[src/pcc_defs.vh]
// constants for the port and common control message framer
`ifndef PCC_DEFS_VH
`define PCC_DEFS_VH
`define PCC_MT_PORT 7'h10
`define PCC_MT_PORT_ACK 7'h11
`define PCC_MT_COMMON 7'h12
`define PCC_MT_COMMON_ACK 7'h13
`define PCC_IE_CFE 8'h20
`define PCC_IE_CFID 8'h21
`define PCC_IE_VARIANT 8'h22
`define PCC_IE_IFID 8'h23
`define PCC_IE_PG_HI 4'hE
`define PCC_IE_RC_HI 4'hF
`define PCC_HDR_LEN 5'h04
`define PCC_MAX_LEN 5'h10
`define PCC_FE206 8'hCE
`define PCC_PD_DEFAULT 8'h48
`define PCC_CFID_VAR_MASK 8'h01
`define PCC_CFID_RC_MASK 8'h02
`define PCC_CFID_IF_MASK 8'h04
`endif

[src/pcc_msg_ram.v]
// small message buffer with registered read data
`timescale 1ns/10ps
`default_nettype none
module pcc_msg_ram (
  input wire mclk,
  input wire wrEn,
  input wire [3:0] wrAddr,
  input wire [7:0] wrData,
  input wire [3:0] rdAddr,
  output reg [7:0] rdData
);
  reg [7:0] mem [0:15];
  always @(posedge mclk) begin
    if (wrEn) begin
      mem[wrAddr] <= wrData;
    end
    rdData <= mem[rdAddr];
  end
endmodule
`default_nettype wire

[src/pcc_framer.v]
// port and common control message framer: serial transmit and receive with auto acknowledge
`timescale 1ns/10ps
`default_nettype none
`include "pcc_defs.vh"
module pcc_framer (
  input wire mclk,
  input wire rst_n,
  input wire isAccessSide,
  input wire [7:0] protoDisc,
  input wire txReq,
  input wire txCommon,
  input wire [15:0] txAddr,
  input wire [23:0] txFunc,
  input wire [7:0] txGrade,
  input wire [23:0] txVariant,
  input wire [7:0] txRejCause,
  input wire [39:0] txIfId,
  input wire rxBit,
  input wire rxFrame,
  output reg txBit,
  output reg txFrame,
  output reg txBusy,
  output reg rxValid,
  output reg rxError,
  output reg [6:0] rxType,
  output reg [15:0] rxAddr,
  output reg [23:0] rxFunc
);
  // ----------------------------------------
  // reset and input synchronisers
  // ----------------------------------------
  reg rstSync1, rstN;
  always @(posedge mclk or negedge rst_n) begin
    if (!rst_n) begin
      rstSync1 <= 1'b0;
      rstN <= 1'b0;
    end else begin
      rstSync1 <= 1'b1;
      rstN <= rstSync1;
    end
  end
  reg bitMeta_q, bitS_q, frmMeta_q;
  reg [1:0] frmS_q;
  wire sBit = bitS_q;
  wire sFrm = frmS_q[0];
  always @(posedge mclk or negedge rstN) begin
    if (!rstN) begin
      bitMeta_q <= 1'b0;
      bitS_q <= 1'b0;
      frmMeta_q <= 1'b0;
      frmS_q <= 2'h0;
    end else begin
      bitMeta_q <= rxBit;
      bitS_q <= bitMeta_q;
      frmMeta_q <= rxFrame;
      frmS_q <= {frmS_q[0], frmMeta_q};
    end
  end
  wire frmEnd = frmS_q[1] & ~frmS_q[0];
  // ----------------------------------------
  // receive: octet assembly, lsb first
  // ----------------------------------------
  reg [7:0] rxSh_q;
  reg [2:0] rxBitCnt_q;
  reg [4:0] rxLen_q;
  reg [7:0] rxOct [0:15];
  reg [6:0] seenMask_q;
  reg rxBad_q;
  wire [7:0] rxByte = {sBit, rxSh_q[7:1]};
  genvar gi;
  always @(posedge mclk or negedge rstN) begin
    if (!rstN) begin
      rxSh_q <= 8'h00;
      rxBitCnt_q <= 3'h0;
      rxLen_q <= 5'h00;
    end else if (sFrm) begin
      rxSh_q <= rxByte;
      rxBitCnt_q <= rxBitCnt_q + 3'h1;
      if (rxBitCnt_q == 3'h7 && rxLen_q != `PCC_MAX_LEN) begin
        rxLen_q <= rxLen_q + 5'h01;
      end
    end else if (frmEnd) begin
      rxBitCnt_q <= 3'h0;
      rxLen_q <= 5'h00;
    end
  end
  generate
    for (gi = 0; gi < 16; gi = gi + 1) begin : gOct
      always @(posedge mclk) begin
        if (sFrm && rxBitCnt_q == 3'h7 && rxLen_q == gi) begin
          rxOct[gi] <= rxByte;
        end
      end
    end
  endgenerate
  // ----------------------------------------
  // receive: message check on frame end
  // ----------------------------------------
  wire [6:0] mt = rxOct[3][6:0];
  wire isPort = (mt == `PCC_MT_PORT);
  wire isPortAck = (mt == `PCC_MT_PORT_ACK);
  wire isCom = (mt == `PCC_MT_COMMON);
  wire isComAck = (mt == `PCC_MT_COMMON_ACK);
  wire [7:0] fi = rxOct[4];
  wire portFe206 = (rxOct[6] == `PCC_FE206);
  wire [7:0] cf = rxOct[6];
  // expected common control length from function id
  wire [4:0] comLen = 5'd7 + (cf[0] ? 5'd3 : 5'd0) + (cf[1] ? 5'd1 : 5'd0) + (cf[2] ? 5'd5 : 5'd0);
  reg lenOk;
  always @* begin
    lenOk = 1'b0;
    if (isPort) begin
      // grading only from access side, required with FE206
      lenOk = isAccessSide ? (rxLen_q == 5'd7) :
              (portFe206 ? (rxLen_q == 5'd8 && rxOct[7][7:4] == `PCC_IE_PG_HI) : (rxLen_q == 5'd7));
    end else if (isPortAck || isComAck) begin
      lenOk = (rxLen_q == 5'd7);
    end else if (isCom) begin
      lenOk = (rxLen_q == comLen);
    end
  end
  wire idOk = (isPort || isPortAck) ? (fi == `PCC_IE_CFE) : (fi == `PCC_IE_CFID);
  wire rxGood = lenOk & idOk & (rxOct[0] == protoDisc);
  reg ackPend_q;
  wire ackStart;
  reg ackCom_q;
  reg [15:0] ackAddr_q;
  reg [23:0] ackFunc_q;
  always @(posedge mclk or negedge rstN) begin
    if (!rstN) begin
      rxValid <= 1'b0;
      rxError <= 1'b0;
      rxType <= 7'h00;
      rxAddr <= 16'h0000;
      rxFunc <= 24'h00_0000;
      ackPend_q <= 1'b0;
      ackCom_q <= 1'b0;
      ackAddr_q <= 16'h0000;
      ackFunc_q <= 24'h00_0000;
    end else begin
      rxValid <= frmEnd & rxGood;
      rxError <= frmEnd & ~rxGood;
      if (frmEnd && rxGood) begin
        rxType <= mt;
        rxAddr <= {rxOct[1], rxOct[2]};
        rxFunc <= {rxOct[4], rxOct[5], rxOct[6]};
      end
      if (frmEnd && rxGood && (isPort || isCom)) begin
        ackPend_q <= 1'b1;
        ackCom_q <= isCom;
        ackAddr_q <= {rxOct[1], rxOct[2]};
        ackFunc_q <= {rxOct[4], rxOct[5], rxOct[6]};
      end else if (ackStart) begin
        ackPend_q <= 1'b0;
      end
    end
  end
  // ----------------------------------------
  // transmit: message build into buffer
  // ----------------------------------------
  localparam ST_IDLE = 4'b0001;
  localparam ST_LOAD = 4'b0010;
  localparam ST_SEND = 4'b0100;
  localparam ST_GAP = 4'b1000;
  reg [3:0] state_q;
  reg [4:0] txLen_q, txIdx_q, ldIdx_q;
  reg [2:0] txBitCnt_q;
  reg [127:0] img_q;
  wire idle = (state_q == ST_IDLE);
  assign ackStart = idle & ackPend_q; // acks go before new requests
  wire [7:0] ramRd;
  pcc_msg_ram uRam (
    .mclk(mclk),
    .wrEn(state_q == ST_LOAD),
    .wrAddr(ldIdx_q[3:0]),
    .wrData(img_q[127:120]),
    .rdAddr(txIdx_q[3:0]),
    .rdData(ramRd)
  );
  reg [127:0] newImg;
  reg [4:0] newLen;
  always @* begin
    newImg = 128'h0;
    newLen = 5'd7;
    if (ackStart) begin
      newImg[127:72] = {protoDisc, ackAddr_q, 1'b0, ackCom_q ? `PCC_MT_COMMON_ACK : `PCC_MT_PORT_ACK,
                        ackFunc_q};
    end else if (!txCommon) begin
      newImg[127:72] = {protoDisc, txAddr, 1'b0, `PCC_MT_PORT, `PCC_IE_CFE, txFunc[15:0]};
      if (isAccessSide && txFunc[7:0] == `PCC_FE206) begin
        newImg[71:64] = {`PCC_IE_PG_HI, txGrade[3:0]};
        newLen = 5'd8;
      end
    end else begin
      newImg[127:72] = {protoDisc, txAddr, 1'b0, `PCC_MT_COMMON, `PCC_IE_CFID, txFunc[15:0]};
      if (txFunc[0]) begin
        newImg = newImg | ({`PCC_IE_VARIANT, 8'h01, txVariant[7:0], 104'h0} >> {newLen, 3'b000});
        newLen = newLen + 5'd3;
      end
      if (txFunc[1]) begin
        newImg = newImg | ({`PCC_IE_RC_HI, txRejCause[3:0], 120'h0} >> {newLen, 3'b000});
        newLen = newLen + 5'd1;
      end
      if (txFunc[2]) begin
        newImg = newImg | ({`PCC_IE_IFID, 8'h03, txIfId[23:0], 88'h0} >> {newLen, 3'b000});
        newLen = newLen + 5'd5;
      end
    end
  end
  // ----------------------------------------
  // transmit: serialiser
  // ----------------------------------------
  always @(posedge mclk or negedge rstN) begin
    if (!rstN) begin
      state_q <= ST_IDLE;
      txLen_q <= 5'h00;
      txIdx_q <= 5'h00;
      ldIdx_q <= 5'h00;
      txBitCnt_q <= 3'h0;
      img_q <= 128'h0;
      txBit <= 1'b0;
      txFrame <= 1'b0;
      txBusy <= 1'b0;
    end else begin
      case (state_q)
        ST_IDLE: begin
          txFrame <= 1'b0;
          if (ackStart || txReq) begin
            img_q <= newImg;
            txLen_q <= newLen;
            ldIdx_q <= 5'h00;
            txIdx_q <= 5'h00;
            txBusy <= 1'b1;
            state_q <= ST_LOAD;
          end else begin
            txBusy <= 1'b0;
          end
        end
        ST_LOAD: begin
          img_q <= {img_q[119:0], 8'h00};
          ldIdx_q <= ldIdx_q + 5'h01;
          if (ldIdx_q == txLen_q - 5'h01) begin
            state_q <= ST_GAP;
          end
        end
        ST_GAP: begin
          txBitCnt_q <= 3'h0;
          state_q <= ST_SEND;
        end
        ST_SEND: begin
          txFrame <= 1'b1;
          txBit <= ramRd[txBitCnt_q];
          txBitCnt_q <= txBitCnt_q + 3'h1;
          if (txBitCnt_q == 3'h6) begin
            txIdx_q <= txIdx_q + 5'h01;
          end
          if (txBitCnt_q == 3'h7 && txIdx_q == txLen_q) begin
            state_q <= ST_IDLE;
          end
        end
        default: begin
          state_q <= ST_IDLE;
        end
      endcase
    end
  end
endmodule
`default_nettype wire

[config.mk]
export PLATFORM = sky130hd
export DESIGN_NAME = pcc_framer
export DESIGN_NICKNAME = d
export VERILOG_FILES = /design/src/pcc_msg_ram.v /design/src/pcc_framer.v
export VERILOG_INCLUDE_DIRS = /design/src
export SDC_FILE = /design/constraint.sdc
export NUM_CORES = 1
export LEC_CHECK = 0
export BUFFER_PORTS_ARGS = -buffer_cell sky130_fd_sc_hd__buf_4
export CAP_MARGIN = 20
export CORE_AREA = 2 2 226 228
export CTS_CLUSTER_DIAMETER = 30
export DETAILED_ROUTE_END_ITERATION = 10
export DIE_AREA = 0 0 228 230
export GPL_TIMING_DRIVEN = 0
export PLACE_DENSITY = 0.71
export SLEW_MARGIN = 0
export SYNTH_ARGS = -nofsm -noshare
export SYNTH_HDL_FRONTEND = slang
export SYNTH_SLANG_ARGS = --single-unit
[constraint.sdc]
create_clock -name mclk -period 8.3 [get_ports mclk]
set_clock_uncertainty 0.2 [all_clocks]
set_input_delay 1.66 -clock mclk [delete_from_list [all_inputs] [get_ports mclk]]
set_output_delay 1.66 -clock mclk [all_outputs]
set_load 0.01 [all_outputs]
==> results of run 1 <==
[power by group through the flow]
stage                     clock network (mW)  registers, mW  logic, mW
after floorplan                            0           3.09      0.880
after CTS                               4.10           3.20       1.36
after global routing                    4.23           3.25       1.51
after global placement                     0           3.23       1.27
final                                   4.08           3.21       1.39
after detailed placement                   0           3.23       1.34
[per-stage QoR]
step | hold WS [ns] | power, mW | setup TNS [ns]
floorplan | 0.131 | 3.97 | 0
global placement | 0.136 | 4.50 | -717.61
detailed placement | 0.140 | 4.57 | 0
CTS | 0.152 | 8.66 | 0
global route | 0.154 | 8.99 | 0
finish | 0.147 | 8.69 | 0
[final cells by class]
class                      instances  area [um2]
fill                            4192       24600
sequential                       461       12400
multi-input combinational        965        6830
clock buffer                     112        2580
timing repair buffer             145        1150
clock inverter                    69         933
tap                              672         841
buffer                           108         453
inverter                          21        78.8
[flip-flops by register name, indices dropped and copies added (netlist names), 8 cells and up]
name and count:
ackAddr_q 16, ackFunc_q 24, img_q 128, rxAddr 16, rxFunc 24, rxOct 59
uRam.mem 128, uRam.rdData 8
[cells in the mapped netlist, types with 18 or more instances]
cell,instances
a21oi_1,111
a22oi_1,45
a31oi_1,26
clkbuf_1,85
dfrtp_1,265
edfxtp_1,187
ha_1,24
inv_1,20
mux2_1,32
mux2_2,48
mux2i_1,25
mux4_2,42
nand2_1,146
nand3_1,22
nor2_1,117
nor2b_1,22
nor3_1,23
o21ai_0,74
o22ai_1,38
xnor2_1,18
[metal layers]
layer	track usage, %	share of wire [%]	vias up	wire length (um)
li1	-	-	6297	-
met1	29.6	40	7406	24200
met2	37.0	48	849	28800
met3	5.33	8.7	141	5280
met4	9.54	3.4	0	2030
met5	0	0	-	0
[worst min path at each step]
stage / end / startpoint / slack [ns] / cells past startpoint
detailed placement: frmS_q[0]$_DFF_PN0_ / frmMeta_q$_DFF_PN0_ / 0.14 / 0
floorplan: bitS_q$_DFF_PN0_ / bitMeta_q$_DFF_PN0_ / 0.13 / 0
global placement: rstN$_DFF_PN0_ / rstSync1$_DFF_PN0_ / 0.14 / 0
finish: frmS_q[0]$_DFF_PN0_ / frmMeta_q$_DFF_PN0_ / 0.15 / 0
CTS: frmS_q[0]$_DFF_PN0_ / frmMeta_q$_DFF_PN0_ / 0.15 / 0
global route: frmS_q[0]$_DFF_PN0_ / frmMeta_q$_DFF_PN0_ / 0.15 / 0
[cells by family (layout without fill, tap and decap cells)]
logic type	Yosys count	count (layout)	share of synthesized area [%]
AOI/OAI and AO/OA	368	368	11.8
xor gates and xnor gates	29	29	1.28
adders and majority gates	26	26	1.72
buffers and inverters	129	455	2.69
DFF	461	461	62.8
muxes	147	147	10.6
other	1	1	0.0189
and+or+nand+nor	394	394	9.11
==> out/metrics.yaml, run 1 <==
setup_path:
  ff2ff_path_depth: 7
  r2r_slack_ns: 4.41
  critPathBufInv: 5
  critPathTopFamily: "buffers and inverters"
  critPathMaxFanout: 10
  max_stage_delay_ns: 0.63
  critPathArrivalTime_ns: 4.58
  path_depth: 10
  path_cells: "buf_4, inv_1, ha_1, clkbuf_1, buf_1, clkbuf_1, o21ai_0, o211a_1, a31oi_1, o22ai_1"
  crit_top_cell: "clkbuf_1"
  cp-end-kind: "flop"
  startpoint: "txFunc[0]"
  cpMaxStageDelayCell: "buf_1"
  required_ns: 8.62
  critPathLaunchType: "primary input"
  rr_startpoint: "state_q[2]$_DFFE_PN0P_"
  critical_path_class: "in -> reg"
  crit_end: "img_q[40]$_DFFE_PN0P_"
  timing.rr.end: "uRam.mem[2][7]$_DFFE_PP_"
clocking:
  hold_buffers: 0
  cts.reportedPaths.clkPinSlew_ns: 0.05
  cts_htree_levels: 3
  post-cts-setup-buffer-count: 0
  cts-root-buf: "clkbuf_16"
  cts_tree: "built"
  clk_latency_ns: 0.65
  cts_buffers: 97
  clock_sinks: 461
  cts_max_path_buffers: 3
  cts_resized: 0
grt:
  grt_pass1_vias: 14900
  grt_max_degree: 74
  grtUsageTotal_pct: 22.8
  grt_pass1_wl_um: 90800
  gr-total-overflow: 0
  antenna_found_initial: 0
pwr:
  clockPowerShare_pct: 47.0
  ir_drop_v: 0.000237
  p_seq_share_pct: 37.0
  power_switching_mw: 2.63
  power_density_nw_per_um2: 343
  swShare_pct: 30.3
  p_int_mw: 6.06
  p_leak_nw: 10.4
  power_frac_comb_pct: 16.0
drt:
  drt_iter0_drc: 1617
  via_per_inst: 5.76
  wl_um: 60300
  wl_per_cell_um: 23.6
  route.detailed.drc: 0
  dr.pass1.iters: 6
  vias: 14700
  final_antenna_net_count: 0
sta:
  max_clock_freq_mhz: 234
  finalCritPeriodShare_pct: 51.4
  rsz0062_at_grt: "no"
  worst_slack_ns: 4.03
  post-route-min-period_ns: 4.27
  worst_slew_margin_rel_pct: 37.6
  hold_violations: 0
  setup_viol: 0
  worst_slew_pin_slew_ns: 0.932
  drv_slew: 0
synth:
  synth.distinct_cells: 71
  synthCells: 1555
  yosysTopAreaCellShare_pct: 33.5
  synth_edf_count: 187
  ys_warn_count: 0
  synth.cell_area_um2: 19800
  synth_top_cells_by_area: "dfrtp_1 33%, edfxtp_1 28%, mux4_2 4.8%, a21oi_1 2.8%, nand2_1 2.8%"
  synth_top_cell_by_area: "dfrtp_1"
  ys_ff_latch: 461
  synthesis.nets: 1716
  synth_ff_type: "dfrtp_1"
  avgSynthCellArea_um2: 12.7
  ys_async_sr_fraction_pct: 57.7
  yosysSeqAreaShare_pct: 62.8
place:
  dpl_cell_area_um2: 21800
  globalplace.congestion: 1.01
  port_buffers: 137
  hpwl_um: 41800
  place_ws_ns: 3.54
  dpl.cell_count: 2372
layout:
  area_growth_syn_to_layout_pct: 27.8
  nNetsFinal: 1960
  antenna_cells: 0
  final_layout_size_suffix_gt1_share_pct: 22.5
  layout_common_cells: "264 x dfrtp_1, 187 x edfxtp_1, 146 x nand2_1"
  fin_util_pct: 50.7
  stdcell_area_um2: 25300
  instances_no_fill: 2553
  final_common_cell: "dfrtp_1"
floorplan:
  die_x_um: 228
  num_rows: 82
  die_h_um: 230
  initial_utilization_pct: 39.7
  dieArea_um2: 52400
  ios: 187
  fp.coreArea_um2: 49900
hold_path:
  min_path_type: "reg -> reg"
status:
  status: "finished clean"
flow_run:
  drv_cap: 0
Note: power is estimated with default switching activity, not from simulation.
==> run 2, diff against run 1 <==
- clock period: 8.3 -> 3.8 ns (I/O delays scaled with it)
==> out/metrics.yaml, run 2 (synthesis gave the netlist of run 1 again) <==
setup_path:
  rr_startpoint: "rxOct[0][50]$_DFFE_PP_"
  ff2ff_path_depth: 10  # +3
  critPathArrivalTime_ns: 3.77  # -0.81 ns
  critical_path_class: "reg -> reg"
  r2r_slack_ns: 0.33  # -4.08 ns
  timing.rr.end: "ackFunc_q[15]$_DFFE_PN0P_"
  critPathMaxFanout: 10  # unchanged
  critPathLaunchType: "flop"
  required_ns: 4.09  # -4.53 ns
  cp-end-kind: "flop"
clocking:
  clock_sinks: 461  # unchanged
  cts_max_path_buffers: 3  # unchanged
  post-cts-setup-buffer-count: 0  # unchanged
  cts_tree: "built"
  cts-root-buf: "clkbuf_16"
  cts_htree_levels: 3  # unchanged
  cts_buffers: 90  # -7.2%
  clk_latency_ns: 0.64  # about the same
  cts.reportedPaths.clkPinSlew_ns: 0.06  # about the same
grt:
  grt_pass1_vias: 15000  # +0.32%
  grtUsageTotal_pct: 22.7  # -0.12 points
  gr-total-overflow: 0  # unchanged
  antenna_found_initial: 0  # unchanged
  grt_max_degree: 68  # -8.1%
  grt_pass1_wl_um: 91000  # +0.20%
sta:
  hold_violations: 0  # unchanged
  finalCritPeriodShare_pct: 91.4
  drv_slew: 0  # unchanged
  fin_tns_setup_ns: 0  # unchanged
  worst_slew_margin_rel_pct: 37.3  # -0.35 points
  worst_slack_ns: 0.327  # -3.70 ns
  worst_slew_pin_slew_ns: 0.941  # +0.00872 ns
  rsz0062_at_grt: "no"
  setup_viol: 0  # unchanged
  max_clock_freq_mhz: 288
  post-route-min-period_ns: 3.47
floorplan:
  initial_utilization_pct: 39.7  # unchanged
  die_x_um: 228  # unchanged
  dieArea_um2: 52400  # unchanged
  num_rows: 82  # unchanged
  fp.coreArea_um2: 49900  # unchanged
  die_h_um: 230  # unchanged
  ios: 187  # unchanged
pwr:
  ir_drop_v: 0.000431  # +82%
  p_leak_nw: 10.2  # -1.7%
  p_seq_share_pct: 38.6  # +1.6 points
  fin_total_pwr_mw: 18.1  # +110%
  p_int_mw: 12.5  # +110%
  clockPowerShare_pct: 44.7  # -2.3 points
  power_switching_mw: 5.63  # +110%
  power_frac_comb_pct: 16.6  # +0.6 points
  power_density_nw_per_um2: 725  # +110%
  swShare_pct: 31.1  # +0.81 points
hold_path:
  min_path_type: "in -> reg"
  min_from: "rxBit"
  whs_endpoint: "bitMeta_q$_DFF_PN0_"
  holdPathStages: 1  # +1
drt:
  via_per_inst: 5.73  # -0.43%
  dr.pass1.iters: 6  # unchanged
  route.detailed.drc: 0  # unchanged
  final_antenna_net_count: 0  # unchanged
  wl_um: 59800  # -0.82%
  vias: 14600  # -0.90%
  wl_per_cell_um: 23.5  # -0.36%
  drt_iter0_drc: 1472  # -9.0%
layout:
  layout_common_cells: "264 x dfrtp_1, 187 x edfxtp_1, 146 x nand2_1"
  antenna_cells: 0  # unchanged
  nNetsFinal: 1954  # -0.31%
  final_layout_size_suffix_gt1_share_pct: 22.0  # -0.50 points
  top_regs: "img_q (128), uRam.mem (128), rxOct (59)"
  area_growth_syn_to_layout_pct: 26.3
  final_common_cell: "dfrtp_1"
status:
  status: "finished clean"
flow_run:
  drv_cap: 0  # unchanged
place:
  globalplace.congestion: 0.977  # -3.1%
  place_ws_ns: -0.0824  # -3.63 ns
  port_buffers: 137  # unchanged
  hpwl_um: 41800  # about the same
## run 2: worst max-delay path by stage
| stage | from | end | slack [ns] | cells past startpoint |
|---|---|---|---|---|
| detailed placement | txFunc[0] | img_q[49]$_DFFE_PN0P_ | -0.08 | 11 |
| finish | rxOct[0][50]$_DFFE_PP_ | ackFunc_q[15]$_DFFE_PN0P_ | 0.33 | 10 |
| global route | rxOct[0][50]$_DFFE_PP_ | ackFunc_q[12]$_DFFE_PN0P_ | 0.14 | 10 |
| floorplan | rxOct[0][48]$_DFFE_PP_ | ackCom_q$_DFFE_PN0P_ | 0.69 | 9 |
| CTS | state_q[1]$_DFFE_PN0P_ | img_q[98]$_DFFE_PN0P_ | 0.26 | 7 |
| global placement | txFunc[0] | img_q[40]$_DFFE_PN0P_ | -0.17 | 10 |
## run 2: final cells by class
class	instances	area, um2
Buffer	108	453
Clock buffer	100	2340
Clock inverter	68	833
Fill cell	4260	24900
Inverter	21	78.8
Multi-Input combinational cell	965	6840
Sequential cell	461	12400
Tap cell	672	841
Timing Repair Buffer	146	1180
## run 2: metal layers
metal	up-vias	global-route usage (%)	wire (um)
met5	-	0	0
met4	0	9.01	1950
met3	136	4.22	4800
met2	758	36.9	28800
met1	7401	30.3	24300
li1	6266	-	-
## run 2: repair_timing
item / 4_1_cts / 5_1_grt
endpoints found under the hold margin: 2 / 0
endpoints found under the setup margin: 2 / 1
resized for setup: 1 / 1
hold buffers: 1 / 0
pin swaps: 0 / 0
## run 2: critical path: stages (launching register included)
cell       delay [ns]
edfxtp_1         0.52
inv_1            0.16
ha_1             0.21
and2_1           0.16
or3_1            0.35
a2111o_1         0.48
a2111oi_4        0.40
nor2b_1          0.18
buf_4            0.17
buf_6            0.17
mux2_1           0.34
## run 2: through the flow
stage	cell area, um2	cells	hold slack, ns	util [%]
after floorplan	19800	1555	0.131	-
after global placement	21700	2364	0.136	43.5
after detailed placement	21800	2372	0.132	43.7
after CTS	25000	2541	0.00573	50.1
after global routing	25000	2541	0.0148	50.1
final	25000	2541	0.0255	50.1
## run 2: power groups by stage
stage	clock network (mW)	registers [mW]	logic (mW)
floorplan	0	6.75	1.92
global placement	0	7.05	2.79
detailed placement	0	7.05	2.91
CTS	8.17	6.98	2.96
global route	8.44	7.09	3.29
finish	8.11	7.00	3.02
==> run 3, diff against run 2 <==
- PLACE_DENSITY: 0.71 -> 0.62
==> out/metrics.yaml, run 3 (synthesis gave the netlist of run 1 again) <==
sta:
  worst_slack_ns: 0.116  # -0.211 ns
  worst_slew_pin_slew_ns: 0.943  # +0.00228 ns
  fin_tns_setup_ns: 0  # unchanged
  setup_viol: 0  # unchanged
  max_clock_freq_mhz: 271  # -5.7%
  finalCritPeriodShare_pct: 97.0  # +5.6 points
  drv_slew: 0  # unchanged
  hold_violations: 0  # unchanged
  rsz0062_at_grt: "yes"
  worst_slew_margin_rel_pct: 36.9  # -0.38 points
  post-route-min-period_ns: 3.68  # +0.211 ns
hold_path:
  min_path_type: "in -> reg"
  min_from: "rxBit"
grt:
  antenna_found_initial: 0  # unchanged
  grtUsageTotal_pct: 22.9  # +0.13 points
  gr-total-overflow: 0  # unchanged
  grt_max_degree: 66  # -2.9%
  grt_pass1_wl_um: 91000  # unchanged
  grt_pass1_vias: 14700  # -1.8%
layout:
  final_common_cell: "dfrtp_1"
  instances_no_fill: 2562  # +0.83%
  nNetsFinal: 1964  # +0.51%
  area_growth_syn_to_layout_pct: 28.3
  top_regs: "img_q (128), uRam.mem (128), rxOct (59)"
  final_layout_size_suffix_gt1_share_pct: 23.4  # +1.4 points
  layout_common_cells: "264 x dfrtp_1, 187 x edfxtp_1, 146 x nand2_1"
  stdcell_area_um2: 25400  # +1.6%
  antenna_cells: 0  # unchanged
  fin_util_pct: 50.9  # +0.78 points
setup_path:
  path_cells: "clkbuf_1, nor4b_1, clkbuf_1, clkbuf_1, nand2_1, nor2_1"
  critPathArrivalTime_ns: 3.73  # -0.04 ns
  critPathBufInv: 3  # unchanged
  crit_top_cell: "clkbuf_1"
  critical_path_class: "reg -> reg"
  required_ns: 3.84  # -0.25 ns
  critPathLaunchType: "flop"
  critPathMaxFanout: 10  # unchanged
  startpoint: "state_q[2]$_DFFE_PN0P_"
  cp-end-kind: "flop"
  max_stage_delay_ns: 0.65  # +0.13 ns
  cpMaxStageDelayCell: "nor2_1"
  r2r_slack_ns: 0.12  # -0.21 ns
  critPathTopFamily: "simple AND/OR/NAND/NOR gates"
  rr_startpoint: "state_q[2]$_DFFE_PN0P_"
status:
  status: "finished clean"
place:
  place_ws_ns: 0.00996  # +0.0923 ns
  hpwl_um: 42400  # +1.4%
  port_buffers: 137  # unchanged
  dpl_cell_area_um2: 21800  # about the same
  globalplace.congestion: 0.956  # -2.2%
  dpl.cell_count: 2373  # +0.042%
pwr:
  ir_drop_v: 0.000406  # -5.7%
  power_density_nw_per_um2: 748  # +3.1%
  p_leak_nw: 10.4  # +2.1%
floorplan:
  initial_utilization_pct: 39.7  # unchanged
  die_h_um: 230  # unchanged
  ios: 187  # unchanged
  fp.coreArea_um2: 49900  # unchanged
  num_rows: 82  # unchanged
  die_x_um: 228  # unchanged
  dieArea_um2: 52400  # unchanged
clocking:
  clk_latency_ns: 0.63  # about the same
  post-cts-setup-buffer-count: 0  # unchanged
  cts_htree_levels: 3  # unchanged
  cts_buffers: 100  # +11%
  cts.reportedPaths.clkPinSlew_ns: 0.05  # about the same
  clock_sinks: 461  # unchanged
  cts_tree: "built"
  cts_max_path_buffers: 3  # unchanged
  cts-root-buf: "clkbuf_16"
drt:
  wl_per_cell_um: 23.2  # -1.4%
  route.detailed.drc: 0  # unchanged
  via_per_inst: 5.62  # -2.0%
  drt_iter0_drc: 1348  # -8.4%
  vias: 14400  # -1.2%
  dr.pass1.iters: 5  # -1
  wl_um: 59500  # -0.57%
  final_antenna_net_count: 0  # unchanged
flow_run:
  drv_cap: 0  # unchanged
[run 3: per-layer routing]
metal  share of wire [%]  global-route usage (%)
met1                  43                    31.5
met2                  47                    35.9
met3                 7.0                    4.68
met4                 3.0                    8.66
met5                   0                       0
[run 3: path summary, 6_finish.rpt]
kind / endpoint / cells after the start
max in group asynchronous: state_q[0]$_DFFE_PN1P_ / 2
min: bitMeta_q$_DFF_PN0_ / 1
min in group asynchronous: rxType[2]$_DFFE_PN0P_ / 0
max: uRam.mem[14][2]$_DFFE_PP_ / 6
max reg2reg: uRam.mem[14][2]$_DFFE_PP_ / 6
min reg2reg: frmS_q[0]$_DFF_PN0_ / 0
[run 3: cell type report]
type / count / area (um2)
Buffer: 107 / 449
Clock buffer: 118 / 2690
Clock inverter: 71 / 850
Fill cell: 4348 / 24500
Inverter: 21 / 78.8
Multi-Input combinational cell: 965 / 6860
Sequential cell: 461 / 12400
Tap cell: 672 / 841
Timing Repair Buffer: 147 / 1190
[run 3: worst reg2reg max path, stage by stage (launching register included)]
cell and delay (ns):
dfrtp_1 0.36, clkbuf_1 0.20, nor4b_1 0.52, clkbuf_1 0.39, clkbuf_1 0.62, nand2_1 0.36
nor2_1 0.65
[run 3: metrics by stage]
step / hold WS (ns) / power (mW)
floorplan: 0.131 / 8.67
global placement: 0.134 / 9.87
detailed placement: 0.136 / 10.0
CTS: 0.0238 / 19.0
global route: 0.0227 / 19.7
finish: 0.0413 / 19.0
[run 3: report_power, final]
group	internal (mW)	switching [mW]	total [mW]
Combinational	1.07	1.97	3.03
Clock	6.01	2.94	8.95
Sequential	6.22	0.782	7.00
[run 3: timing repair]
item / in CTS / in global routing
gates resized for setup: 0 / 8
hold endpoints to repair: 2 / 0
hold buffers: 1 / 0
setup endpoints to repair: 0 / 62
